$ cat config.mk
export PLATFORM = sky130hd
export DESIGN_NAME = rrb_pad_ctrl
export DESIGN_NICKNAME = d
export VERILOG_FILES = /design/src/hw/rrb_pad_ctrl.v
export VERILOG_INCLUDE_DIRS = /design/src /design/src/hw
export SDC_FILE = /design/constraint.sdc
export NUM_CORES = 1
export LEC_CHECK = 0
export BUFFER_PORTS_ARGS = -buffer_cell sky130_fd_sc_hd__buf_2
export CAP_MARGIN = 20
export CORE_AREA = 2 2 109 111
export DETAILED_ROUTE_END_ITERATION = 10
export DIE_AREA = 0 0 111 113
export PLACE_DENSITY = 0.69
export SETUP_SLACK_MARGIN = 0.1
export SLEW_MARGIN = 30
export SYNTH_ARGS = -nofsm -noshare
export SYNTH_HDL_FRONTEND = slang
export SYNTH_SLANG_ARGS = --single-unit
$ cat constraint.sdc
create_clock -name mclk -period 5.03 [get_ports mclk]
set_input_delay 1.006 -clock mclk [delete_from_list [all_inputs] [get_ports mclk]]
set_output_delay 1.006 -clock mclk [all_outputs]
set_load 0.02 [all_outputs]
$ cat src/hw/rrb_defines.vh
// Offsets, field positions, masks and reset values of the relocatable register block
`ifndef RRB_DEFINES_VH
`define RRB_DEFINES_VH

// Register indexes; byte address on the bus is four times the index
`define RRB_IDX_PULLUP_ENABLE 8'h0C
`define RRB_IDX_DRIVE_STRENGTH_SELECT 8'h0D
`define RRB_IDX_BLOCK_BASE_SELECT 8'h11
`define RRB_IDX_PWM_PORT_CONTROL 8'h54
`define RRB_IDX_TIMER_MASK_TWO 8'h8D
`define RRB_IDX_SERIAL_PORT_CONTROL_TWO 8'hD1
`define RRB_IDX_BUS_PORT_PULL_DRIVE 8'hE5

// Field positions shared by pullup_enable and drive_strength_select
`define RRB_BIT_PORTA 0
`define RRB_BIT_PORTB 1
`define RRB_BIT_PORTE 4
`define RRB_BIT_PORTH 5
`define RRB_BIT_PORTJ 6
`define RRB_BIT_PORTK 7

// block_base_select fields
`define RRB_BASE_HI 7
`define RRB_BASE_LO 3
`define RRB_BIT_MMSWAI 0

// pwm_port_control fields
`define RRB_BIT_PWM_WEAK 2
`define RRB_BIT_PWM_PULLUP 1

// timer_mask_two fields
`define RRB_BIT_TMR_PULLUP 5
`define RRB_BIT_TMR_WEAK 4

// serial_port_control_two fields
`define RRB_BIT_SER_PULLUP 3
`define RRB_BIT_SER_WEAK 2

// bus_port_pull_drive fields
`define RRB_BIT_BUS_PULLUP 1
`define RRB_BIT_BUS_WEAK 0

// Implemented-bit masks
`define RRB_MASK_PULLUP_ENABLE 8'hF3
`define RRB_MASK_DRIVE_STRENGTH 8'hF3
`define RRB_MASK_BLOCK_BASE 8'hF9
`define RRB_MASK_PWM_PORT 8'h1F
`define RRB_MASK_TIMER_MASK_TWO 8'h30
`define RRB_MASK_SERIAL_PORT_TWO 8'h0C
`define RRB_MASK_BUS_PORT 8'h03

// Reset values
`define RRB_RST_PULLUP_ENABLE 8'h10
`define RRB_RST_DRIVE_STRENGTH 8'h00
`define RRB_RST_BLOCK_BASE 8'h00
`define RRB_RST_PWM_PORT 8'h00
`define RRB_RST_TIMER_MASK_TWO 8'h00
`define RRB_RST_SERIAL_PORT_TWO 8'h08
`define RRB_RST_BUS_PORT 8'h00

`endif

$ cat src/hw/rrb_pad_ctrl.v
// Relocatable register block decode with per-port pull-up and reduced-drive control
// Notes on behaviour
// RULE1: Register block may be moved to any 2K-aligned spot in 64K space.
// RULE2: Five-bit base field gives address bits 15 to 11 of the block.
// RULE3: Only lower 1K of the 2K window selects the register block.
// RULE4: After reset the block base is address zero.
// RULE5: Each port group has a writable pull-up enable bit.
// RULE6: Each drivable port group has a writable reduced-drive bit.
// RULE7: Bus port pins 3:2 always pulled up while they are inputs.
// RULE8: Serial port pins set as outputs never get the pull-up.
// RULE9: An enabled pull-up reaches only the pins configured as inputs.
// RULE10: Reset gives full drive; pull-ups off except port E and serial. The code also pulls bus port pins 3:2 up after reset while they are inputs.
`include "rrb_defines.vh"

module rrb_pad_ctrl
(
	input wire mclk, // System clock, 10 MHz
	input wire rst_n, // Synchronous reset, active low
	input wire [7:0] avs_address, // Register index
	input wire avs_read, // Read request
	input wire avs_write, // Write request
	input wire [31:0] avs_writedata, // Write data, low byte used
	input wire [3:0] avs_byteenable, // Byte lanes, lane 0 used
	output wire [31:0] avs_readdata, // Read data
	output wire avs_waitrequest, // Stall until answer ready
	input wire [15:0] cpu_addr, // Processor address to decode
	output wire reg_block_sel, // Address hits the register block
	output wire [9:0] reg_block_offset, // Offset inside the block
	output wire mem_map_stop_wait, // Stored mode bit of base register
	input wire [7:0] porta_dir, // Port A direction, 1 = output
	input wire [7:0] portb_dir, // Port B direction
	input wire [7:0] porte_dir, // Port E direction
	input wire [7:0] porth_dir, // Port H direction
	input wire [7:0] portj_dir, // Port J direction
	input wire [7:0] portk_dir, // Port K direction
	input wire [7:0] pwm_port_dir, // PWM port direction
	input wire [7:0] serial_port_dir, // Serial port direction
	input wire [7:0] timer_port_dir, // Timer port direction
	input wire [7:0] bus_port_dir, // Bus port direction
	output reg [7:0] porta_pullup, // Pad pull-up on per pin
	output reg [7:0] portb_pullup, // Pad pull-up on per pin
	output reg [7:0] porte_pullup, // Pad pull-up on per pin
	output reg [7:0] porth_pullup, // Pad pull-up on per pin
	output reg [7:0] portj_pullup, // Pad pull-up on per pin
	output reg [7:0] portk_pullup, // Pad pull-up on per pin
	output reg [7:0] pwm_port_pullup, // Pad pull-up on per pin
	output reg [7:0] serial_port_pullup, // Pad pull-up on per pin
	output reg [7:0] timer_port_pullup, // Pad pull-up on per pin
	output reg [7:0] bus_port_pullup, // Pad pull-up on per pin
	output wire porta_weak_drive, // Reduced drive, port A
	output wire portb_weak_drive, // Reduced drive, port B
	output wire porte_weak_drive, // Reduced drive, port E
	output wire porth_weak_drive, // Reduced drive, port H
	output wire portj_weak_drive, // Reduced drive, port J
	output wire portk_weak_drive, // Reduced drive, port K
	output wire pwm_port_weak_drive, // Reduced drive, PWM port
	output wire serial_port_weak_drive, // Reduced drive, serial port
	output wire timer_port_weak_drive, // Reduced drive, timer port
	output wire bus_port_weak_drive // Reduced drive, bus port
);

	reg [7:0] pullup_enable_r;
	reg [7:0] drive_strength_select_r;
	reg [7:0] block_base_select_r;
	reg [7:0] pwm_port_control_r;
	reg [7:0] timer_mask_two_r;
	reg [7:0] serial_port_control_two_r;
	reg [7:0] bus_port_pull_drive_r;
	reg ack_r;
	reg [7:0] rdata_r;
	reg [7:0] rdata_nxt;
	wire req;
	wire wr_en;
	wire [4:0] block_base;
	wire wr_pullup_enable;
	wire wr_drive_strength_select;
	wire wr_block_base_select;
	wire wr_pwm_port_control;
	wire wr_timer_mask_two;
	wire wr_serial_port_control_two;
	wire wr_bus_port_pull_drive;
	wire [7:0] porta_pullup_nxt;
	wire [7:0] portb_pullup_nxt;
	wire [7:0] porte_pullup_nxt;
	wire [7:0] porth_pullup_nxt;
	wire [7:0] portj_pullup_nxt;
	wire [7:0] portk_pullup_nxt;
	wire [7:0] pwm_port_pullup_nxt;
	wire [7:0] serial_port_pullup_nxt;
	wire [7:0] timer_port_pullup_nxt;
	wire [7:0] bus_port_pullup_nxt;

	// Pins that exist and can carry a pull-up
	localparam [7:0] PORTE_PULL_PINS = 8'h8F; // Pins 7 and 3..0; 6..4 have none
	localparam [7:0] PORTK_PINS = 8'h8F; // Pins 7 and 3..0 exist
	localparam [7:0] BUS_SW_PULL_PINS = 8'hF0; // Follow the enable bit
	localparam [7:0] BUS_FIXED_PULL_PINS = 8'h0C; // Pulled whenever input

	// Per-pin pull-up: enable gated by input direction
	function [7:0] rrb_pull;
		input en;
		input [7:0] dir;
		begin
			rrb_pull = {8{en}} & ~dir;
		end
	endfunction

	// Index match, shared by all write strobes
	function rrb_hit;
		input [7:0] addr;
		input [7:0] idx;
		begin
			rrb_hit = (addr == idx);
		end
	endfunction

	// One wait cycle, then the answer
	// The wait cycle lets read data come from a flop instead of the mux
	assign req = avs_read | avs_write;
	assign avs_waitrequest = req & ~ack_r;
	assign wr_en = avs_write & ack_r & avs_byteenable[0];
	assign avs_readdata = {24'h00_0000, rdata_r};

	// Handshake flop
	always @(posedge mclk)
	begin
		if (!rst_n)
			ack_r <= 1'b0;
		else
			ack_r <= req & ~ack_r;
	end

	// Read mux; unmapped indexes answer zero
	always @*
	begin
		case (avs_address)
			`RRB_IDX_PULLUP_ENABLE: rdata_nxt = pullup_enable_r;
			`RRB_IDX_DRIVE_STRENGTH_SELECT: rdata_nxt = drive_strength_select_r;
			`RRB_IDX_BLOCK_BASE_SELECT: rdata_nxt = block_base_select_r;
			`RRB_IDX_PWM_PORT_CONTROL: rdata_nxt = pwm_port_control_r;
			`RRB_IDX_TIMER_MASK_TWO: rdata_nxt = timer_mask_two_r;
			`RRB_IDX_SERIAL_PORT_CONTROL_TWO: rdata_nxt = serial_port_control_two_r;
			`RRB_IDX_BUS_PORT_PULL_DRIVE: rdata_nxt = bus_port_pull_drive_r;
			default: rdata_nxt = 8'h00;
		endcase
	end

	// Read data captured in the wait cycle
	always @(posedge mclk)
	begin
		if (!rst_n)
			rdata_r <= 8'h00;
		else if (avs_read & ~ack_r)
			rdata_r <= rdata_nxt;
	end

	// Write strobes; a write lands only at the edge after the one that ends the wait
	assign wr_pullup_enable = wr_en
		& rrb_hit(avs_address, `RRB_IDX_PULLUP_ENABLE);
	assign wr_drive_strength_select = wr_en
		& rrb_hit(avs_address, `RRB_IDX_DRIVE_STRENGTH_SELECT);
	assign wr_block_base_select = wr_en
		& rrb_hit(avs_address, `RRB_IDX_BLOCK_BASE_SELECT);
	assign wr_pwm_port_control = wr_en
		& rrb_hit(avs_address, `RRB_IDX_PWM_PORT_CONTROL);
	assign wr_timer_mask_two = wr_en
		& rrb_hit(avs_address, `RRB_IDX_TIMER_MASK_TWO);
	assign wr_serial_port_control_two = wr_en
		& rrb_hit(avs_address, `RRB_IDX_SERIAL_PORT_CONTROL_TWO);
	assign wr_bus_port_pull_drive = wr_en
		& rrb_hit(avs_address, `RRB_IDX_BUS_PORT_PULL_DRIVE);

	// Pull-up enables of ports A, B, E, H, J and K; unimplemented bits stay zero
	always @(posedge mclk)
	begin
		if (!rst_n)
			pullup_enable_r <= `RRB_RST_PULLUP_ENABLE; // RULE10
		else if (wr_pullup_enable)
			pullup_enable_r <= avs_writedata[7:0] & `RRB_MASK_PULLUP_ENABLE; // RULE5
	end

	// Reduced-drive selects of ports A, B, E, H, J and K
	always @(posedge mclk)
	begin
		if (!rst_n)
			drive_strength_select_r <= `RRB_RST_DRIVE_STRENGTH; // RULE10
		else if (wr_drive_strength_select)
			drive_strength_select_r <= avs_writedata[7:0] & `RRB_MASK_DRIVE_STRENGTH; // RULE6
	end

	// Block base field and stored mode bit; base comes up at zero
	always @(posedge mclk)
	begin
		if (!rst_n)
			block_base_select_r <= `RRB_RST_BLOCK_BASE; // RULE4
		else if (wr_block_base_select)
			block_base_select_r <= avs_writedata[7:0] & `RRB_MASK_BLOCK_BASE; // RULE1
	end

	// PWM port control, pull-up and reduced-drive bits among them
	always @(posedge mclk)
	begin
		if (!rst_n)
			pwm_port_control_r <= `RRB_RST_PWM_PORT;
		else if (wr_pwm_port_control)
			pwm_port_control_r <= avs_writedata[7:0] & `RRB_MASK_PWM_PORT; // RULE5
	end

	// Timer port pull-up and reduced-drive bits
	always @(posedge mclk)
	begin
		if (!rst_n)
			timer_mask_two_r <= `RRB_RST_TIMER_MASK_TWO;
		else if (wr_timer_mask_two)
			timer_mask_two_r <= avs_writedata[7:0] & `RRB_MASK_TIMER_MASK_TWO; // RULE6
	end

	// Serial port pull-up and reduced-drive bits; pull-up comes up on
	always @(posedge mclk)
	begin
		if (!rst_n)
			serial_port_control_two_r <= `RRB_RST_SERIAL_PORT_TWO; // RULE10
		else if (wr_serial_port_control_two)
			serial_port_control_two_r <= avs_writedata[7:0] & `RRB_MASK_SERIAL_PORT_TWO;
	end

	// Bus port pull-up and reduced-drive bits
	always @(posedge mclk)
	begin
		if (!rst_n)
			bus_port_pull_drive_r <= `RRB_RST_BUS_PORT;
		else if (wr_bus_port_pull_drive)
			bus_port_pull_drive_r <= avs_writedata[7:0] & `RRB_MASK_BUS_PORT;
	end

	// Block decode: base on bits 15..11, lower 1K only
	assign block_base = block_base_select_r[`RRB_BASE_HI:`RRB_BASE_LO];
	assign reg_block_sel = (cpu_addr[15:11] == block_base) & ~cpu_addr[10]; // RULE2 RULE3
	assign reg_block_offset = cpu_addr[9:0];
	assign mem_map_stop_wait = block_base_select_r[`RRB_BIT_MMSWAI];

	// Reduced-drive outputs straight from register bits
	assign porta_weak_drive = drive_strength_select_r[`RRB_BIT_PORTA]; // RULE6
	assign portb_weak_drive = drive_strength_select_r[`RRB_BIT_PORTB];
	assign porte_weak_drive = drive_strength_select_r[`RRB_BIT_PORTE];
	assign porth_weak_drive = drive_strength_select_r[`RRB_BIT_PORTH];
	assign portj_weak_drive = drive_strength_select_r[`RRB_BIT_PORTJ];
	assign portk_weak_drive = drive_strength_select_r[`RRB_BIT_PORTK];
	assign pwm_port_weak_drive = pwm_port_control_r[`RRB_BIT_PWM_WEAK];
	assign serial_port_weak_drive = serial_port_control_two_r[`RRB_BIT_SER_WEAK];
	assign timer_port_weak_drive = timer_mask_two_r[`RRB_BIT_TMR_WEAK];
	assign bus_port_weak_drive = bus_port_pull_drive_r[`RRB_BIT_BUS_WEAK];

	// Next pull-up pattern: enable bit gated by input direction, absent pins masked
	assign porta_pullup_nxt = rrb_pull(pullup_enable_r[`RRB_BIT_PORTA], porta_dir); // RULE9
	assign portb_pullup_nxt = rrb_pull(pullup_enable_r[`RRB_BIT_PORTB], portb_dir); // RULE5
	// Port E pins 1..0 are input-only, so their direction is forced to input
	assign porte_pullup_nxt = rrb_pull(pullup_enable_r[`RRB_BIT_PORTE],
		{porte_dir[7:2], 2'b00}) & PORTE_PULL_PINS;
	assign porth_pullup_nxt = rrb_pull(pullup_enable_r[`RRB_BIT_PORTH], porth_dir);
	assign portj_pullup_nxt = rrb_pull(pullup_enable_r[`RRB_BIT_PORTJ], portj_dir);
	assign portk_pullup_nxt = rrb_pull(pullup_enable_r[`RRB_BIT_PORTK],
		portk_dir) & PORTK_PINS;
	assign pwm_port_pullup_nxt = rrb_pull(pwm_port_control_r[`RRB_BIT_PWM_PULLUP],
		pwm_port_dir);
	// Serial pins driven as outputs lose the pull-up whatever the enable says
	assign serial_port_pullup_nxt = rrb_pull(serial_port_control_two_r[`RRB_BIT_SER_PULLUP],
		serial_port_dir); // RULE8
	assign timer_port_pullup_nxt = rrb_pull(timer_mask_two_r[`RRB_BIT_TMR_PULLUP],
		timer_port_dir);
	// Bus port: 7..4 follow the enable bit, 3..2 are pulled whenever they are inputs
	assign bus_port_pullup_nxt = (rrb_pull(bus_port_pull_drive_r[`RRB_BIT_BUS_PULLUP],
		bus_port_dir) & BUS_SW_PULL_PINS)
		| (rrb_pull(1'b1, bus_port_dir) & BUS_FIXED_PULL_PINS); // RULE7

	// Per-pin pull-ups, registered so the pads see no glitch from direction changes
	always @(posedge mclk)
	begin
		if (!rst_n)
		begin
			porta_pullup <= 8'h00;
			portb_pullup <= 8'h00;
			porte_pullup <= 8'h00;
			porth_pullup <= 8'h00;
			portj_pullup <= 8'h00;
			portk_pullup <= 8'h00;
			pwm_port_pullup <= 8'h00;
			serial_port_pullup <= 8'h00;
			timer_port_pullup <= 8'h00;
			bus_port_pullup <= 8'h00;
		end
		else
		begin
			porta_pullup <= porta_pullup_nxt;
			portb_pullup <= portb_pullup_nxt;
			porte_pullup <= porte_pullup_nxt;
			porth_pullup <= porth_pullup_nxt;
			portj_pullup <= portj_pullup_nxt;
			portk_pullup <= portk_pullup_nxt;
			pwm_port_pullup <= pwm_port_pullup_nxt;
			serial_port_pullup <= serial_port_pullup_nxt;
			timer_port_pullup <= timer_port_pullup_nxt;
			bus_port_pullup <= bus_port_pullup_nxt;
		end
	end

endmodule // rrb_pad_ctrl

==> results.md <==
* Outcome: finished clean
* Starting Density at 34.5%
* HPWL Detailed at 7.62 mm
* Antenna-violating nets left at 0
* Ports at 279
* Max-slew headroom at 50.4%
* Crit path max fanout at 1
* Most used cell along the critical path: buf_2
* Crit share post-route at 53.9%
* Cts hold-fix bufs at 0
* Hold Fails Final Rpt at 0
* CTS tree: yes
* Pin count of the biggest net entering global routing at 39
* Setup_tns at 0 ns
* Setup violators final at 0
* Register area at 2180 sq um
* Worst Tran Pin Value at 0.742 ns
* Die X at 111 um
* Area grow syn2layout at 29.9%
* Gate Count Post-Synth at 403
* Synthesized area at 3890 sq um
* GR Util All Layers at 15.2%
* Slew Limit Fails at 0
* CTS Buffer Depth at 2
* Clock-pin transition on the worst setup and hold timing paths at 0.07 ns
* Port Buffers at 189
* DR pass1 iterations at 7
* Die ar. at 12500 sq um
* Worst EP required at 4.02 ns
* Max Clock Skew at 0.00598 ns
* R2R depth at 4
* CTS Root Cell: clkbuf_16
* Initial antenna violation count at 0
* Placed Cells at 711
* Remaining DRCs at 0
* Post-Syn Area per Cell at 9.66 sq um
* Flops & latches, synth at 109
* Max cap viols at 0
* CP Capture Type: output port
* Detailed-route via count at 3292
* RePlAce Congestion at 0.884
* Netlist cell types at 42
* Sequential element share of the synthesized area at 56.1%
* Slowest stage cell, crit path: buf_2
* Vias in the first global route at 3132
* Final non-filler cell total at 726
* CTS resizes at 0
* Unrepaired setup endpoints after global routing: false
* Fill cells at 1103
* Final wirelength at 9.72 mm
* Layout cells sized above 1 at 36.2%
* Worst VDD drop at 0.202 mV
* Setup Buffers After CTS at 0
* Die height at 113 um
* First-pass GRT wire length at 15.2 mm
* Startpoint Class: input port
* Grt total ovfl at 0
* Worst hold path stage count at 2
* Row count at 39
* TritonCTS buffer count at 9
* Mean number of vias per cell at 4.53
* Initial DRC Count at 167
* Crit path time final at 2.71 ns
* Footprint of the multi-input gates at 1420 sq um
* LEAKAGE at 0.00251 uW
* Htree depth at 3
* Clk_lat worst skew at 0.34 ns
* Critical setup path kind: input port to output port
* R2R Setup Slk at 3.18 ns
* Hold Path Class: flip-flop to flip-flop
* CP Data Arrival Time at 1.70 ns
* # diodes at 0
* CTS Sinks at 109
* DR WL/cell at 13.4 um
* Yosys warnings at 0
* PwrDens at 345 nW/um^2
* Worst stage delay on the critical path at 0.19 ns
* F_max at 369 MHz
* WHS at 0.470 ns
* Core area at 11300 sq um
* Critical Path, Cell by Cell: buf_2 > xnor2_1 > nand4_1 > nor3_1 > buf_2
* Final #Nets at 723
metal layers:
| layer | vias to the layer above | track usage, % | part of all wire (%) |
|---|---|---|---|
| li1 | 1624 | - | - |
| met5 | - | 0 | 0 |
| met4 | 0 | 6.50 | 1.8 |
| met1 | 1495 | 16.6 | 40 |
| met3 | 22 | 5.62 | 8.6 |
| met2 | 151 | 26.8 | 50 |
flip-flops by register name (all words and copies together), names as in the netlist, 5 cells and up:
name                     cells
porth_pullup                 8
pwm_port_control_r           5
serial_port_pullup           8
porta_pullup                 8
pullup_enable_r              6
block_base_select_r          6
rdata_r                      8
bus_port_pullup              6
portk_pullup                 5
portb_pullup                 8
portj_pullup                 8
timer_port_pullup            8
pwm_port_pullup              8
drive_strength_select_r      6
power by group:
part / total, uW / leakage (uW) / internal [uW] / switching, uW
sequential: 876 / 0.000883 / 873 / 3.70
combinational: 131 / 0.00148 / 45.9 / 84.9
clock: 739 / 0.000149 / 436 / 303
cells in the final DEF, fill, tap and decap left out, drive strengths merged, types with 2 or more instances in the layout:
master,n
buf,189
dfxtp,109
nor2,90
conb,32
nand2,24
mux2i,22
o21ai,20
nand3,15
a21oi,10
clkbuf,10
nor3,8
nor4,6
xnor2,4
nand2b,4
a31oi,4
inv,4
nand4,2
and3,2
nor2b,2
o31ai,2
mux2,2
nor3b,2
bufinv,2
or4,2
critical path: cells and delay by family:
family                    cells  cell delay, ns
buffers and inverters         2            0.29
and+or+nand+nor               2            0.28
xor gates and xnor gates      1            0.13
synth_stat cells, drive strengths merged:
cell type	n	area share [%]
a211oi	1	0.19
a21oi	10	1.3
a222oi	1	0.26
a22o	1	0.23
a22oi	1	0.19
a31oi	4	0.64
and3	2	0.32
and3b	1	0.23
buf	48	9.4
clkbuf	7	0.68
conb	1	0.096
dfxtp	109	56
inv	3	0.29
mux2	2	0.58
mux2i	22	5.7
nand2	24	2.3
nand2b	4	0.64
nand3	15	1.9
nand3b	1	0.19
nand4	2	0.32
nand4b	1	0.23
nand4bb	1	0.42
nor2	90	8.7
nor2b	2	0.32
nor3	8	1.0
nor3b	2	0.39
nor4	6	1.7
nor4b	1	0.23
nor4bb	1	0.26
o211ai	1	0.19
o21ai	20	2.6
o31ai	2	0.39
or2	1	0.16
or4	2	0.42
or4b	1	0.35
xnor2	4	0.90
xor2	1	0.23
worst paths after layout:
path                start            endpoint
max          cpu_addr[15]       reg_block_sel
min            rdata_r[2]          rdata_r[2]
max reg2reg         ack_r  pullup_enable_r[4]
min reg2reg    rdata_r[2]          rdata_r[2]
area by class of cell:
type                    count  area share, %
inverters                   3          0.223
well taps                 143           3.54
flip-flops and latches    109           43.2
multi-input cells         267           28.1
clock buffers              10           4.53
repair buffers            189           18.7
clock inverters             5           1.68
cell families (layout without fill, tap and decap cells):
kind of cell	after synthesis	in the layout	synth area share (%)
other	1	32	0.0964
multiplexers	24	24	6.24
XOR/XNOR	5	5	1.13
AND/OR/NAND/NOR	165	165	20.2
AO/OA/AOI/OAI	41	41	5.95
flip-flops	109	109	56.1
buffers and inverters	58	207	10.4
per-stage QoR:
| step | cell area, sq um | utilization, % | worst slack, ns | power, uW |
|---|---|---|---|---|
| floorplan | 4010 | - | 2.30 | 997 |
| finish | 5050 | 44.8 | 2.32 | 1750 |
| CTS | 5050 | 44.8 | 2.29 | 1770 |
| global route | 5050 | 44.8 | 2.22 | 1810 |
| detailed placement | 4740 | 42.1 | 2.17 | 1030 |
| global placement | 4740 | 42.1 | 2.18 | 1030 |
Note: power is estimated with default switching activity, not from simulation.
